`src/design/eiopc_pkg.sv`:
```
// How it works
// - Eight internal pins plus up to sixteen external expander ports of eight pins give 136 lines.
// - A port direction command sets each pin of the chosen port from its bit, 0 output, 1 input.
// - A port write command drives each pin of the chosen port from its bit, 0 low, 1 high.
// - Every further value of a port or pin command goes to the next higher port or pin.
// - A port read queues ESC, 0x48 0x50 0x52, start port, count and one state byte per port.
// - A presence query queues ESC, 0x48 0x50 0x49 and a 16-bit mask, one bit per expander.
// - The presence mask holds only the external expanders, never the internal port.
// - A pin direction command makes the pin an output for 0 and an input for 1.
// - A pin write drives low for 0, high for 1 and inverts the present level for 2.
// - A pin read queues ESC, 0x48 0x42 0x52, start pin, count and one byte per pin, default 0 and 8.
// - Changes on input pins are detected and can launch the port or pin change handler.
package eiopc_pkg;
  // ***************************************************************
  // Register map and fields
  // ***************************************************************
  localparam logic [7:0] CMD_OFFSET    = 8'h00;
  localparam logic [7:0] DATA_OFFSET   = 8'h04;
  localparam logic [7:0] REPLY_OFFSET  = 8'h08;
  localparam logic [7:0] STATUS_OFFSET = 8'h0C;
  localparam logic [7:0] CTRL_OFFSET   = 8'h10;
  localparam int CMD_OP_LSB     = 0;
  localparam int CMD_START_LSB  = 8;
  localparam int CMD_COUNT_LSB  = 16;
  localparam int REPLY_VALID_BIT = 8;
  localparam int STATUS_CHANGE_BIT = 16;
  localparam int STATUS_BUSY_BIT   = 17;
  localparam logic [1:0] RESP_OKAY   = 2'b00;
  localparam logic [1:0] RESP_DECERR = 2'b11;
  // ***************************************************************
  // Commands and reply framing
  // ***************************************************************
  localparam logic [2:0] OP_PORT_DIR  = 3'h1;
  localparam logic [2:0] OP_PORT_WR   = 3'h2;
  localparam logic [2:0] OP_PORT_RD   = 3'h3;
  localparam logic [2:0] OP_PRESENCE  = 3'h4;
  localparam logic [2:0] OP_PIN_DIR   = 3'h5;
  localparam logic [2:0] OP_PIN_WR    = 3'h6;
  localparam logic [2:0] OP_PIN_RD    = 3'h7;
  localparam logic [7:0] BYTE_ESC     = 8'h1B;
  localparam logic [7:0] BYTE_GROUP   = 8'h48;
  localparam logic [7:0] BYTE_PORT    = 8'h50;
  localparam logic [7:0] BYTE_PIN     = 8'h42;
  localparam logic [7:0] BYTE_READ    = 8'h52;
  localparam logic [7:0] BYTE_INFO    = 8'h49;
  localparam logic [7:0] PORT_RD_DEFAULT_COUNT = 8'h01;
  localparam logic [7:0] PIN_RD_DEFAULT_COUNT  = 8'h08;
  localparam logic [8:0] REPLY_HEAD_LEN = 9'h006;
  localparam logic [1:0] PIN_SET_TOGGLE = 2'h2;
  localparam logic [7:0] CTRL_RESET = 8'h00;
  localparam logic PIN_OE_RESET  = 1'b0;
  localparam logic PIN_OUT_RESET = 1'b0;
  // Reply generator states
  typedef enum logic [1:0] {
    EIOPC_IDLE = 2'b01,
    EIOPC_BUSY = 2'b10
  } eiopc_state_type;
endpackage : eiopc_pkg

```
`src/design/eiopc_top.sv`:
```
`timescale 1ns/100ps
module eiopc_top import eiopc_pkg::*; #(
  parameter int PORTS     = 17,
  parameter int EXPANDERS = 16
) (
  input  wire logic                 core_clk,
  input  wire logic                 reset,
  input  wire logic [7:0]           s_axi_awaddr,
  input  wire logic                 s_axi_awvalid,
  output logic                      s_axi_awready,
  input  wire logic [31:0]          s_axi_wdata,
  input  wire logic [3:0]           s_axi_wstrb,
  input  wire logic                 s_axi_wvalid,
  output logic                      s_axi_wready,
  output logic [1:0]                s_axi_bresp,
  output logic                      s_axi_bvalid,
  input  wire logic                 s_axi_bready,
  input  wire logic [7:0]           s_axi_araddr,
  input  wire logic                 s_axi_arvalid,
  output logic                      s_axi_arready,
  output logic [31:0]               s_axi_rdata,
  output logic [1:0]                s_axi_rresp,
  output logic                      s_axi_rvalid,
  input  wire logic                 s_axi_rready,
  input  wire logic [PORTS*8-1:0]   pin_in,
  output logic      [PORTS*8-1:0]   pin_out,
  output logic      [PORTS*8-1:0]   pin_oe,
  input  wire logic [EXPANDERS-1:0] expander_present,
  output logic                      port_change_handler,
  output logic                      pin_change_handler
);
  localparam int PINS = PORTS * 8;

  // ***************************************************************
  // Helpers
  // ***************************************************************
  // Eight levels of one port, zero beyond the last port
  function automatic logic [7:0] port_bits(input logic [PINS-1:0] v, input logic [7:0] p);
    logic [PINS-1:0] sh;
    sh = v >> {p, 3'b000};
    port_bits = (int'(p) < PORTS) ? sh[7:0] : 8'h00;
  endfunction : port_bits

  function automatic logic pin_bit(input logic [PINS-1:0] v, input logic [7:0] p);
    pin_bit = (int'(p) < PINS) ? v[p] : 1'b0;
  endfunction : pin_bit

  // ***************************************************************
  // Input synchronisers and change detection
  // ***************************************************************
  logic [PINS-1:0]      pin_s1, pin_s2, pin_s3, pin_level;
  logic [EXPANDERS-1:0] pres_s1, pres_s2, pres_s3, pres_level;
  logic [PINS-1:0]      change;
  logic                 change_seen;
  logic [7:0]           ctrl;
  logic [3:0]           primed;

  // Three stages; a change counts once stages two and three agree
  always_ff @(posedge core_clk or posedge reset) begin
    if (reset) begin
      pin_s1  <= '0;
      pin_s2  <= '0;
      pin_s3  <= '0;
      pres_s1 <= '0;
      pres_s2 <= '0;
      pres_s3 <= '0;
      primed  <= 4'h0;
    end else begin
      pin_s1  <= pin_in;
      pin_s2  <= pin_s1;
      pin_s3  <= pin_s2;
      pres_s1 <= expander_present;
      pres_s2 <= pres_s1;
      pres_s3 <= pres_s2;
      primed  <= {primed[2:0], 1'b1};
    end
  end

  // Only input pins report changes; held off until the stages carry real pad samples,
  // otherwise pads idling high would look like a change straight after reset
  assign change = ~(pin_s2 ^ pin_s3) & (pin_s2 ^ pin_level) & ~pin_oe
                  & {PINS{primed[3]}};

  always_ff @(posedge core_clk or posedge reset) begin
    if (reset) begin
      pin_level           <= '0;
      pres_level          <= '0;
      port_change_handler <= 1'b0;
      pin_change_handler  <= 1'b0;
    end else begin
      pin_level  <= (pin_s2 & pin_s3) | (pin_level & (pin_s2 ^ pin_s3));
      pres_level <= (pres_s2 & pres_s3) | (pres_level & (pres_s2 ^ pres_s3));
      port_change_handler <= ctrl[0] & (|change);
      pin_change_handler  <= ctrl[1] & (|change);
    end
  end

  // ***************************************************************
  // AXI4-Lite slave
  // ***************************************************************
  logic       wr_go, rd_go, cmd_wr, data_wr, reply_rd, status_wr;
  logic [7:0] wval;

  assign wr_go     = s_axi_awvalid & s_axi_awready;
  assign rd_go     = s_axi_arvalid & s_axi_arready;
  assign wval      = s_axi_wdata[7:0];
  assign cmd_wr    = wr_go & (s_axi_awaddr == CMD_OFFSET);
  assign data_wr   = wr_go & (s_axi_awaddr == DATA_OFFSET);
  assign status_wr = wr_go & (s_axi_awaddr == STATUS_OFFSET);
  assign reply_rd  = rd_go & (s_axi_araddr == REPLY_OFFSET);

  // Address and data taken together once both are offered
  always_ff @(posedge core_clk or posedge reset) begin
    if (reset) begin
      s_axi_awready <= 1'b0;
      s_axi_wready  <= 1'b0;
      s_axi_bvalid  <= 1'b0;
      s_axi_bresp   <= RESP_OKAY;
    end else begin
      s_axi_awready <= s_axi_awvalid & s_axi_wvalid & ~s_axi_awready & ~s_axi_bvalid;
      s_axi_wready  <= s_axi_awvalid & s_axi_wvalid & ~s_axi_awready & ~s_axi_bvalid;
      if (wr_go) begin
        s_axi_bvalid <= 1'b1;
        s_axi_bresp  <= (s_axi_awaddr inside {CMD_OFFSET, DATA_OFFSET, STATUS_OFFSET,
                         CTRL_OFFSET}) ? RESP_OKAY : RESP_DECERR;
      end else if (s_axi_bready) begin
        s_axi_bvalid <= 1'b0;
      end
    end
  end

  // ***************************************************************
  // Command decode and pin state
  // ***************************************************************
  logic [2:0] cur_op;
  logic [7:0] cur_idx;

  always_ff @(posedge core_clk or posedge reset) begin
    if (reset) begin
      cur_op  <= 3'h0;
      cur_idx <= 8'h00;
    end else if (cmd_wr) begin
      cur_op  <= s_axi_wdata[CMD_OP_LSB +: 3];
      cur_idx <= s_axi_wdata[CMD_START_LSB +: 8];
    end else if (data_wr) begin
      cur_idx <= cur_idx + 8'h01;
    end
  end

  // Out-of-range ports or pins are ignored rather than wrapped
  always_ff @(posedge core_clk or posedge reset) begin
    if (reset) begin
      pin_oe  <= {PINS{PIN_OE_RESET}};
      pin_out <= {PINS{PIN_OUT_RESET}};
    end else if (data_wr) begin
      case (cur_op)
        OP_PORT_DIR: begin
          if (int'(cur_idx) < PORTS) pin_oe[cur_idx*8 +: 8] <= ~wval;
        end
        OP_PORT_WR: begin
          if (int'(cur_idx) < PORTS) pin_out[cur_idx*8 +: 8] <= wval;
        end
        OP_PIN_DIR: begin
          if (int'(cur_idx) < PINS) pin_oe[cur_idx] <= ~wval[0];
        end
        OP_PIN_WR: begin
          if (int'(cur_idx) < PINS) begin
            if (wval[1:0] == PIN_SET_TOGGLE) pin_out[cur_idx] <= ~pin_out[cur_idx];
            else if (wval[1:0] < PIN_SET_TOGGLE) pin_out[cur_idx] <= wval[0];
          end
        end
        default: begin
        end
      endcase
    end
  end

  // Handler enables and sticky change flag; a new change beats a clear
  logic change_flag;
  always_ff @(posedge core_clk or posedge reset) begin
    if (reset) begin
      ctrl        <= CTRL_RESET;
      change_flag <= 1'b0;
    end else begin
      if (wr_go && s_axi_awaddr == CTRL_OFFSET) ctrl <= wval;
      if (|change) change_flag <= 1'b1;
      else if (status_wr && s_axi_wdata[STATUS_CHANGE_BIT]) change_flag <= 1'b0;
    end
  end
  assign change_seen = |change;

  // ***************************************************************
  // Reply generator, bytes built on the fly from live pin levels
  // ***************************************************************
  eiopc_state_type state;
  logic [2:0] rep_op;
  logic [7:0] rep_start, rep_cnt, rep_byte, cmd_cnt;
  logic [8:0] rep_pos, rep_len;
  logic       rd_cmd;

  assign rd_cmd  = cmd_wr & (s_axi_wdata[CMD_OP_LSB +: 3] inside {OP_PORT_RD, OP_PRESENCE,
                   OP_PIN_RD});
  assign cmd_cnt = s_axi_wdata[CMD_COUNT_LSB +: 8];

  // A read command arriving while a reply is pending is dropped
  always_ff @(posedge core_clk or posedge reset) begin
    if (reset) begin
      state     <= EIOPC_IDLE;
      rep_op    <= 3'h0;
      rep_start <= 8'h00;
      rep_cnt   <= 8'h00;
      rep_pos   <= 9'h000;
      rep_len   <= 9'h000;
    end else begin
      case (state)
        EIOPC_IDLE: begin
          if (rd_cmd) begin
            state     <= EIOPC_BUSY;
            rep_op    <= s_axi_wdata[CMD_OP_LSB +: 3];
            rep_start <= s_axi_wdata[CMD_START_LSB +: 8];
            rep_pos   <= 9'h000;
            if (s_axi_wdata[CMD_OP_LSB +: 3] == OP_PRESENCE) begin
              rep_cnt <= 8'h00;
              rep_len <= REPLY_HEAD_LEN;
            end else begin
              if (cmd_cnt != 8'h00) rep_cnt <= cmd_cnt;
              else if (s_axi_wdata[CMD_OP_LSB +: 3] == OP_PIN_RD)
                rep_cnt <= PIN_RD_DEFAULT_COUNT;
              else rep_cnt <= PORT_RD_DEFAULT_COUNT;
              rep_len <= REPLY_HEAD_LEN + {1'b0, (cmd_cnt != 8'h00) ? cmd_cnt :
                         (s_axi_wdata[CMD_OP_LSB +: 3] == OP_PIN_RD) ?
                         PIN_RD_DEFAULT_COUNT : PORT_RD_DEFAULT_COUNT};
            end
          end
        end
        EIOPC_BUSY: begin
          if (reply_rd) begin
            rep_pos <= rep_pos + 9'h001;
            if (rep_pos + 9'h001 == rep_len) state <= EIOPC_IDLE;
          end
        end
        default: state <= EIOPC_IDLE;
      endcase
    end
  end

  // Byte at the current reply position
  always_comb begin
    logic [7:0] k;
    k = rep_pos[7:0] - 8'h06;
    case (rep_pos)
      9'h000: rep_byte = BYTE_ESC;
      9'h001: rep_byte = BYTE_GROUP;
      9'h002: rep_byte = (rep_op == OP_PIN_RD) ? BYTE_PIN : BYTE_PORT;
      9'h003: rep_byte = (rep_op == OP_PRESENCE) ? BYTE_INFO : BYTE_READ;
      9'h004: rep_byte = (rep_op == OP_PRESENCE) ? 8'(pres_level) : rep_start;
      9'h005: rep_byte = (rep_op == OP_PRESENCE) ? 8'(pres_level >> 8) : rep_cnt;
      default: begin
        if (rep_op == OP_PIN_RD) rep_byte = {7'h00, pin_bit(pin_level, rep_start + k)};
        else rep_byte = port_bits(pin_level, rep_start + k);
      end
    endcase
  end

  // Read data mux; reading REPLY pops one byte
  always_ff @(posedge core_clk or posedge reset) begin
    if (reset) begin
      s_axi_arready <= 1'b0;
      s_axi_rvalid  <= 1'b0;
      s_axi_rdata   <= 32'h0000_0000;
      s_axi_rresp   <= RESP_OKAY;
    end else begin
      s_axi_arready <= s_axi_arvalid & ~s_axi_arready & ~s_axi_rvalid;
      if (rd_go) begin
        s_axi_rvalid <= 1'b1;
        s_axi_rresp  <= RESP_OKAY;
        case (s_axi_araddr)
          CMD_OFFSET:    s_axi_rdata <= {8'h00, rep_cnt, cur_idx, 5'h00, cur_op};
          REPLY_OFFSET:  s_axi_rdata <= {23'h0, state == EIOPC_BUSY,
                                         (state == EIOPC_BUSY) ? rep_byte : 8'h00};
          STATUS_OFFSET: s_axi_rdata <= {14'h0, state == EIOPC_BUSY, change_flag,
                                         16'(pres_level)};
          CTRL_OFFSET:   s_axi_rdata <= {24'h0, ctrl};
          DATA_OFFSET:   s_axi_rdata <= 32'h0000_0000;
          default: begin
            s_axi_rdata <= 32'h0000_0000;
            s_axi_rresp <= RESP_DECERR;
          end
        endcase
      end else if (s_axi_rready) begin
        s_axi_rvalid <= 1'b0;
      end
    end
  end
endmodule : eiopc_top

```
`config.mk`:
```
export PLATFORM = sky130hd
export DESIGN_NAME = eiopc_top
export DESIGN_NICKNAME = d
export VERILOG_FILES = /design/src/design/eiopc_pkg.sv /design/src/design/eiopc_top.sv
export SDC_FILE = /design/constraint.sdc
export NUM_CORES = 2
export LEC_CHECK = 0
export BUFFER_PORTS_ARGS = -buffer_cell sky130_fd_sc_hd__buf_4
export CAP_MARGIN = 10
export CORE_ASPECT_RATIO = 2
export CORE_MARGIN = 2
export CORE_UTILIZATION = 50
export CTS_CLUSTER_DIAMETER = 100
export DETAILED_ROUTE_END_ITERATION = 10
export GPL_TIMING_DRIVEN = 0
export PLACE_DENSITY = 0.73
export SLEW_MARGIN = 25
export SYNTH_ARGS = -nofsm -noshare
export SYNTH_HDL_FRONTEND = slang
export SYNTH_SLANG_ARGS = --single-unit
```
`constraint.sdc`:
```
create_clock -name core_clk -period 30.1 [get_ports core_clk]
set_input_delay 4.515 -clock core_clk [delete_from_list [all_inputs] [get_ports core_clk]]
set_output_delay 4.515 -clock core_clk [all_outputs]
set_load 0.02 [all_outputs]
```
==> flow_summary.json <==
{
  "die_h_um": 432,
  "leakagePower_nw": 25.0,
  "synth_ff_type": "dfrtp_1",
  "viasPerCell": 6.78,
  "startpoint_type": "primary input",
  "synthDominantCellAreaShare": 0.531,
  "grt_usage": 0.504,
  "die_width_um": 218,
  "syn_area_per_cell_um2": 11.1,
  "hp-class": "reg2reg",
  "worst_pin_slew_ps": 1260,
  "cp_slowest_cell": "a21oi_1",
  "yosysTopAreaCell": "dfrtp_1",
  "cts_tree": "done",
  "grt_max_degree": 37,
  "r2r_end": "pin_oe[48]",
  "maxCapViolCount": 0,
  "design.core.area_um2": 91100,
  "port_buffers": 502,
  "finalPower_mw": 2.97,
  "synth.cell_area_um2": 45800,
  "finalNetCount": 5166,
  "first_pass_iters": 7,
  "rrSetupSlack_ps": 23640,
  "holdPathStages": 0,
  "grt_pass1_vias": 40831,
  "finalHoldViolations": 0,
  "finalCritPeriodShare": 0.262,
  "rsz0062_at_grt": "no",
  "drc": 0,
  "vias": 40984,
  "cts.sinks": 974,
  "fin_setup_tns_ps": 0,
  "antenna_found_initial": 16,
  "fin_ws_ps": 22220,
  "synth_edf_count": 0,
  "dpl.hpwl_mm": 186,
  "area_growth_pct": 20.2,
  "clkTransAtPathRegs_ps": 70,
  "critPathKind": "in2reg",
  "reg2reg_depth": 14,
  "final_cells": 6049,
  "drt_iter0_drc": 5777,
  "slew_headroom": 0.157,
  "crit-reg2reg-launch": "cur_idx[1]",
  "post_cts_buffers": 0,
  "vdd_drop_max_v": 0.0000717,
  "synth_cell_types": 87,
  "cts_made_buffers": 85,
  "root_buffer": "clkbuf_16",
  "yosys-top-cells-area": "dfrtp_1 (53%), ha_1 (4.8%), mux4_2 (4.4%)",
  "initial_utilization": 0.503,
  "fmax_mhz": 127,
  "cts_resized": 0,
  "hold-path-endpoint": "pin_s2[14]",
  "holdBufCountCts": 0,
  "place_ws_ps": 21830,
  "ys_ff_latch": 974,
  "cp_cell_sequence": "buf_4 -> nor3_1 -> nand4_1 -> nor3_2 -> o21a_1 -> nand2_1 -> clkbuf_1 -> a21oi_1 -> mux2i_1",
  "status": "finished, final reports clean",
  "hold_start": "pin_s1[14]",
  "max_stage_delay_ps": 1000,
  "end_kind": "flop",
  "grt_pass1_wl_mm": 324,
  "final_antenna_net_count": 0,
  "drive_above_1_share": 0.217,
  "synth_cells": 4141,
  "setup_viol": 0,
  "critPathArrivalTime_ps": 8520,
  "fin_hold_ws_ps": 345,
  "synthArstFlopShare": 1.00,
  "place_congestion": 1.08,
  "io-pin-count": 526,
  "clock_latency_ps": 740,
  "cts-htree-levels": 3,
  "cp_max_fo": 10,
  "placed_cells_incl_taps": 5882,
  "wirelength_mm": 236,
  "period_needed_ps": 7880,
  "grt_remaining_overflow": 0,
  "clock_path_buffers": 3,
  "maxSlewViolCount": 0,
  "ys_warn_count": 0,
  "fin_worst_skew_ps": 49.3,
  "p_per_area_nw_per_um2": 53.8,
  "row_count": 157,
  "required_ps": 30740,
  "ys_seq_area_frac": 0.532,
  "wl_per_cell_um": 39.1,
  "dieArea_um2": 94300
}
## routing by layer
metal	wire length, um	global-route usage
met5	25	0.00265
met1	75700	0.541
met2	105000	0.759
met4	32900	0.554
met3	22700	0.141
## worst max-delay path by stage
stage                    startpoint           to  slack (ps)  depth (start not counted)
floorplan                     reset  change_flag       12170                          1
global placement              reset  pres_s1[10]        7430                          2
detailed placement  s_axi_awaddr[1]   pin_oe[90]       21830                         11
CTS                 s_axi_awaddr[1]   pin_oe[50]       22540                         10
global route        s_axi_awaddr[1]   pin_oe[90]       22280                         11
finish              s_axi_awaddr[1]   pin_oe[48]       22220                          9
## stage by stage
stage / cell area (um^2) / utilization
floorplan: 45900 / -
global placement: 51100 / 0.561
detailed placement: 52000 / 0.570
CTS: 55000 / 0.603
global route: 55100 / 0.604
finish: 55100 / 0.604
## layout by cell type, fill, tap and decap left out, types with 72 or more instances in the layout
| cell | n |
|---|---|
| a21o_1 | 168 |
| o21ai_0 | 181 |
| o22ai_1 | 72 |
| mux4_2 | 89 |
| clkbuf_1 | 159 |
| mux2_2 | 80 |
| ha_1 | 176 |
| nor2_1 | 257 |
| nor3_1 | 155 |
| a21oi_1 | 390 |
| buf_4 | 536 |
| xnor2_1 | 156 |
| o31ai_1 | 82 |
| mux2i_1 | 134 |
| nand2_1 | 394 |
| clkbuf_16 | 85 |
| dfrtp_1 | 973 |
## cell usage after synthesis, types with 6 or more instances
cell / count
o41ai_1: 6
nor2_1: 272
a211oi_1: 12
o22ai_1: 72
a32o_1: 8
mux2_2: 80
inv_1: 39
a21oi_1: 390
buf_2: 42
a31oi_1: 70
o32ai_1: 7
o31ai_1: 82
buf_1: 6
xor2_1: 15
nor3_1: 170
buf_6: 8
clkbuf_1: 157
nand4_1: 20
mux4_2: 89
a22o_1: 9
nor2b_1: 18
o21ai_1: 8
xnor2_1: 156
and2_1: 16
nor4_1: 46
mux2i_1: 134
dfrtp_1: 973
a21o_1: 168
a21oi_2: 13
o21ai_0: 181
o21a_1: 17
nand3_1: 60
o21ai_2: 10
nand2_1: 394
ha_1: 176
nand2b_1: 15
or3_1: 12
and3_1: 27
buf_4: 29
a22oi_1: 29
## critical path, delay by kind of cell
family,cells,cell delay (ps)
AO/OA/AOI/OAI,2,1270
multiplexers,1,290
AND/OR/NAND/NOR,4,1720
buffers and inverters,2,700
## registers in the layout, summed over array words and instances, names as in the netlist, 9 cells and up
| name | cells |
|---|---|
| pin_level | 136 |
| pin_oe | 136 |
| pin_out | 136 |
| pin_s1 | 136 |
| pin_s2 | 136 |
| pin_s3 | 136 |
| pres_level | 16 |
| pres_s1 | 16 |
| pres_s2 | 16 |
| pres_s3 | 16 |
| rep_pos | 9 |
| s_axi_rdata | 24 |
## power by group
part           total (mW)  switching [mW]  internal (mW)
Clock                1.21           0.554          0.657
Combinational       0.315           0.192          0.123
Sequential           1.44          0.0758           1.36
Total                2.97           0.822           2.14
## kinds of logic after synthesis
family	count (synthesis)	synth area share
AO/OA/AOI/OAI	1121	0.151
XOR/XNOR	172	0.0333
adder cells (fa/ha/maj)	177	0.0485
buffers and inverters	286	0.0290
flip-flops	974	0.532
multiplexers	308	0.0949
other	2	0.000164
AND/OR/NAND/NOR	1101	0.111
## final cells by class
class,count,area (um^2)
Multi-Input combinational cell,2888,20400
Fill cell,7099,36100
Sequential cell,974,24400
Antenna cell,12,30.0
Buffer,246,1190
Clock inverter,48,679
Inverter,40,154
Timing Repair Buffer,543,4510
Tap cell,1192,1490
Clock buffer,106,2310
No activity file was read; power rests on OpenSTA's default activity.
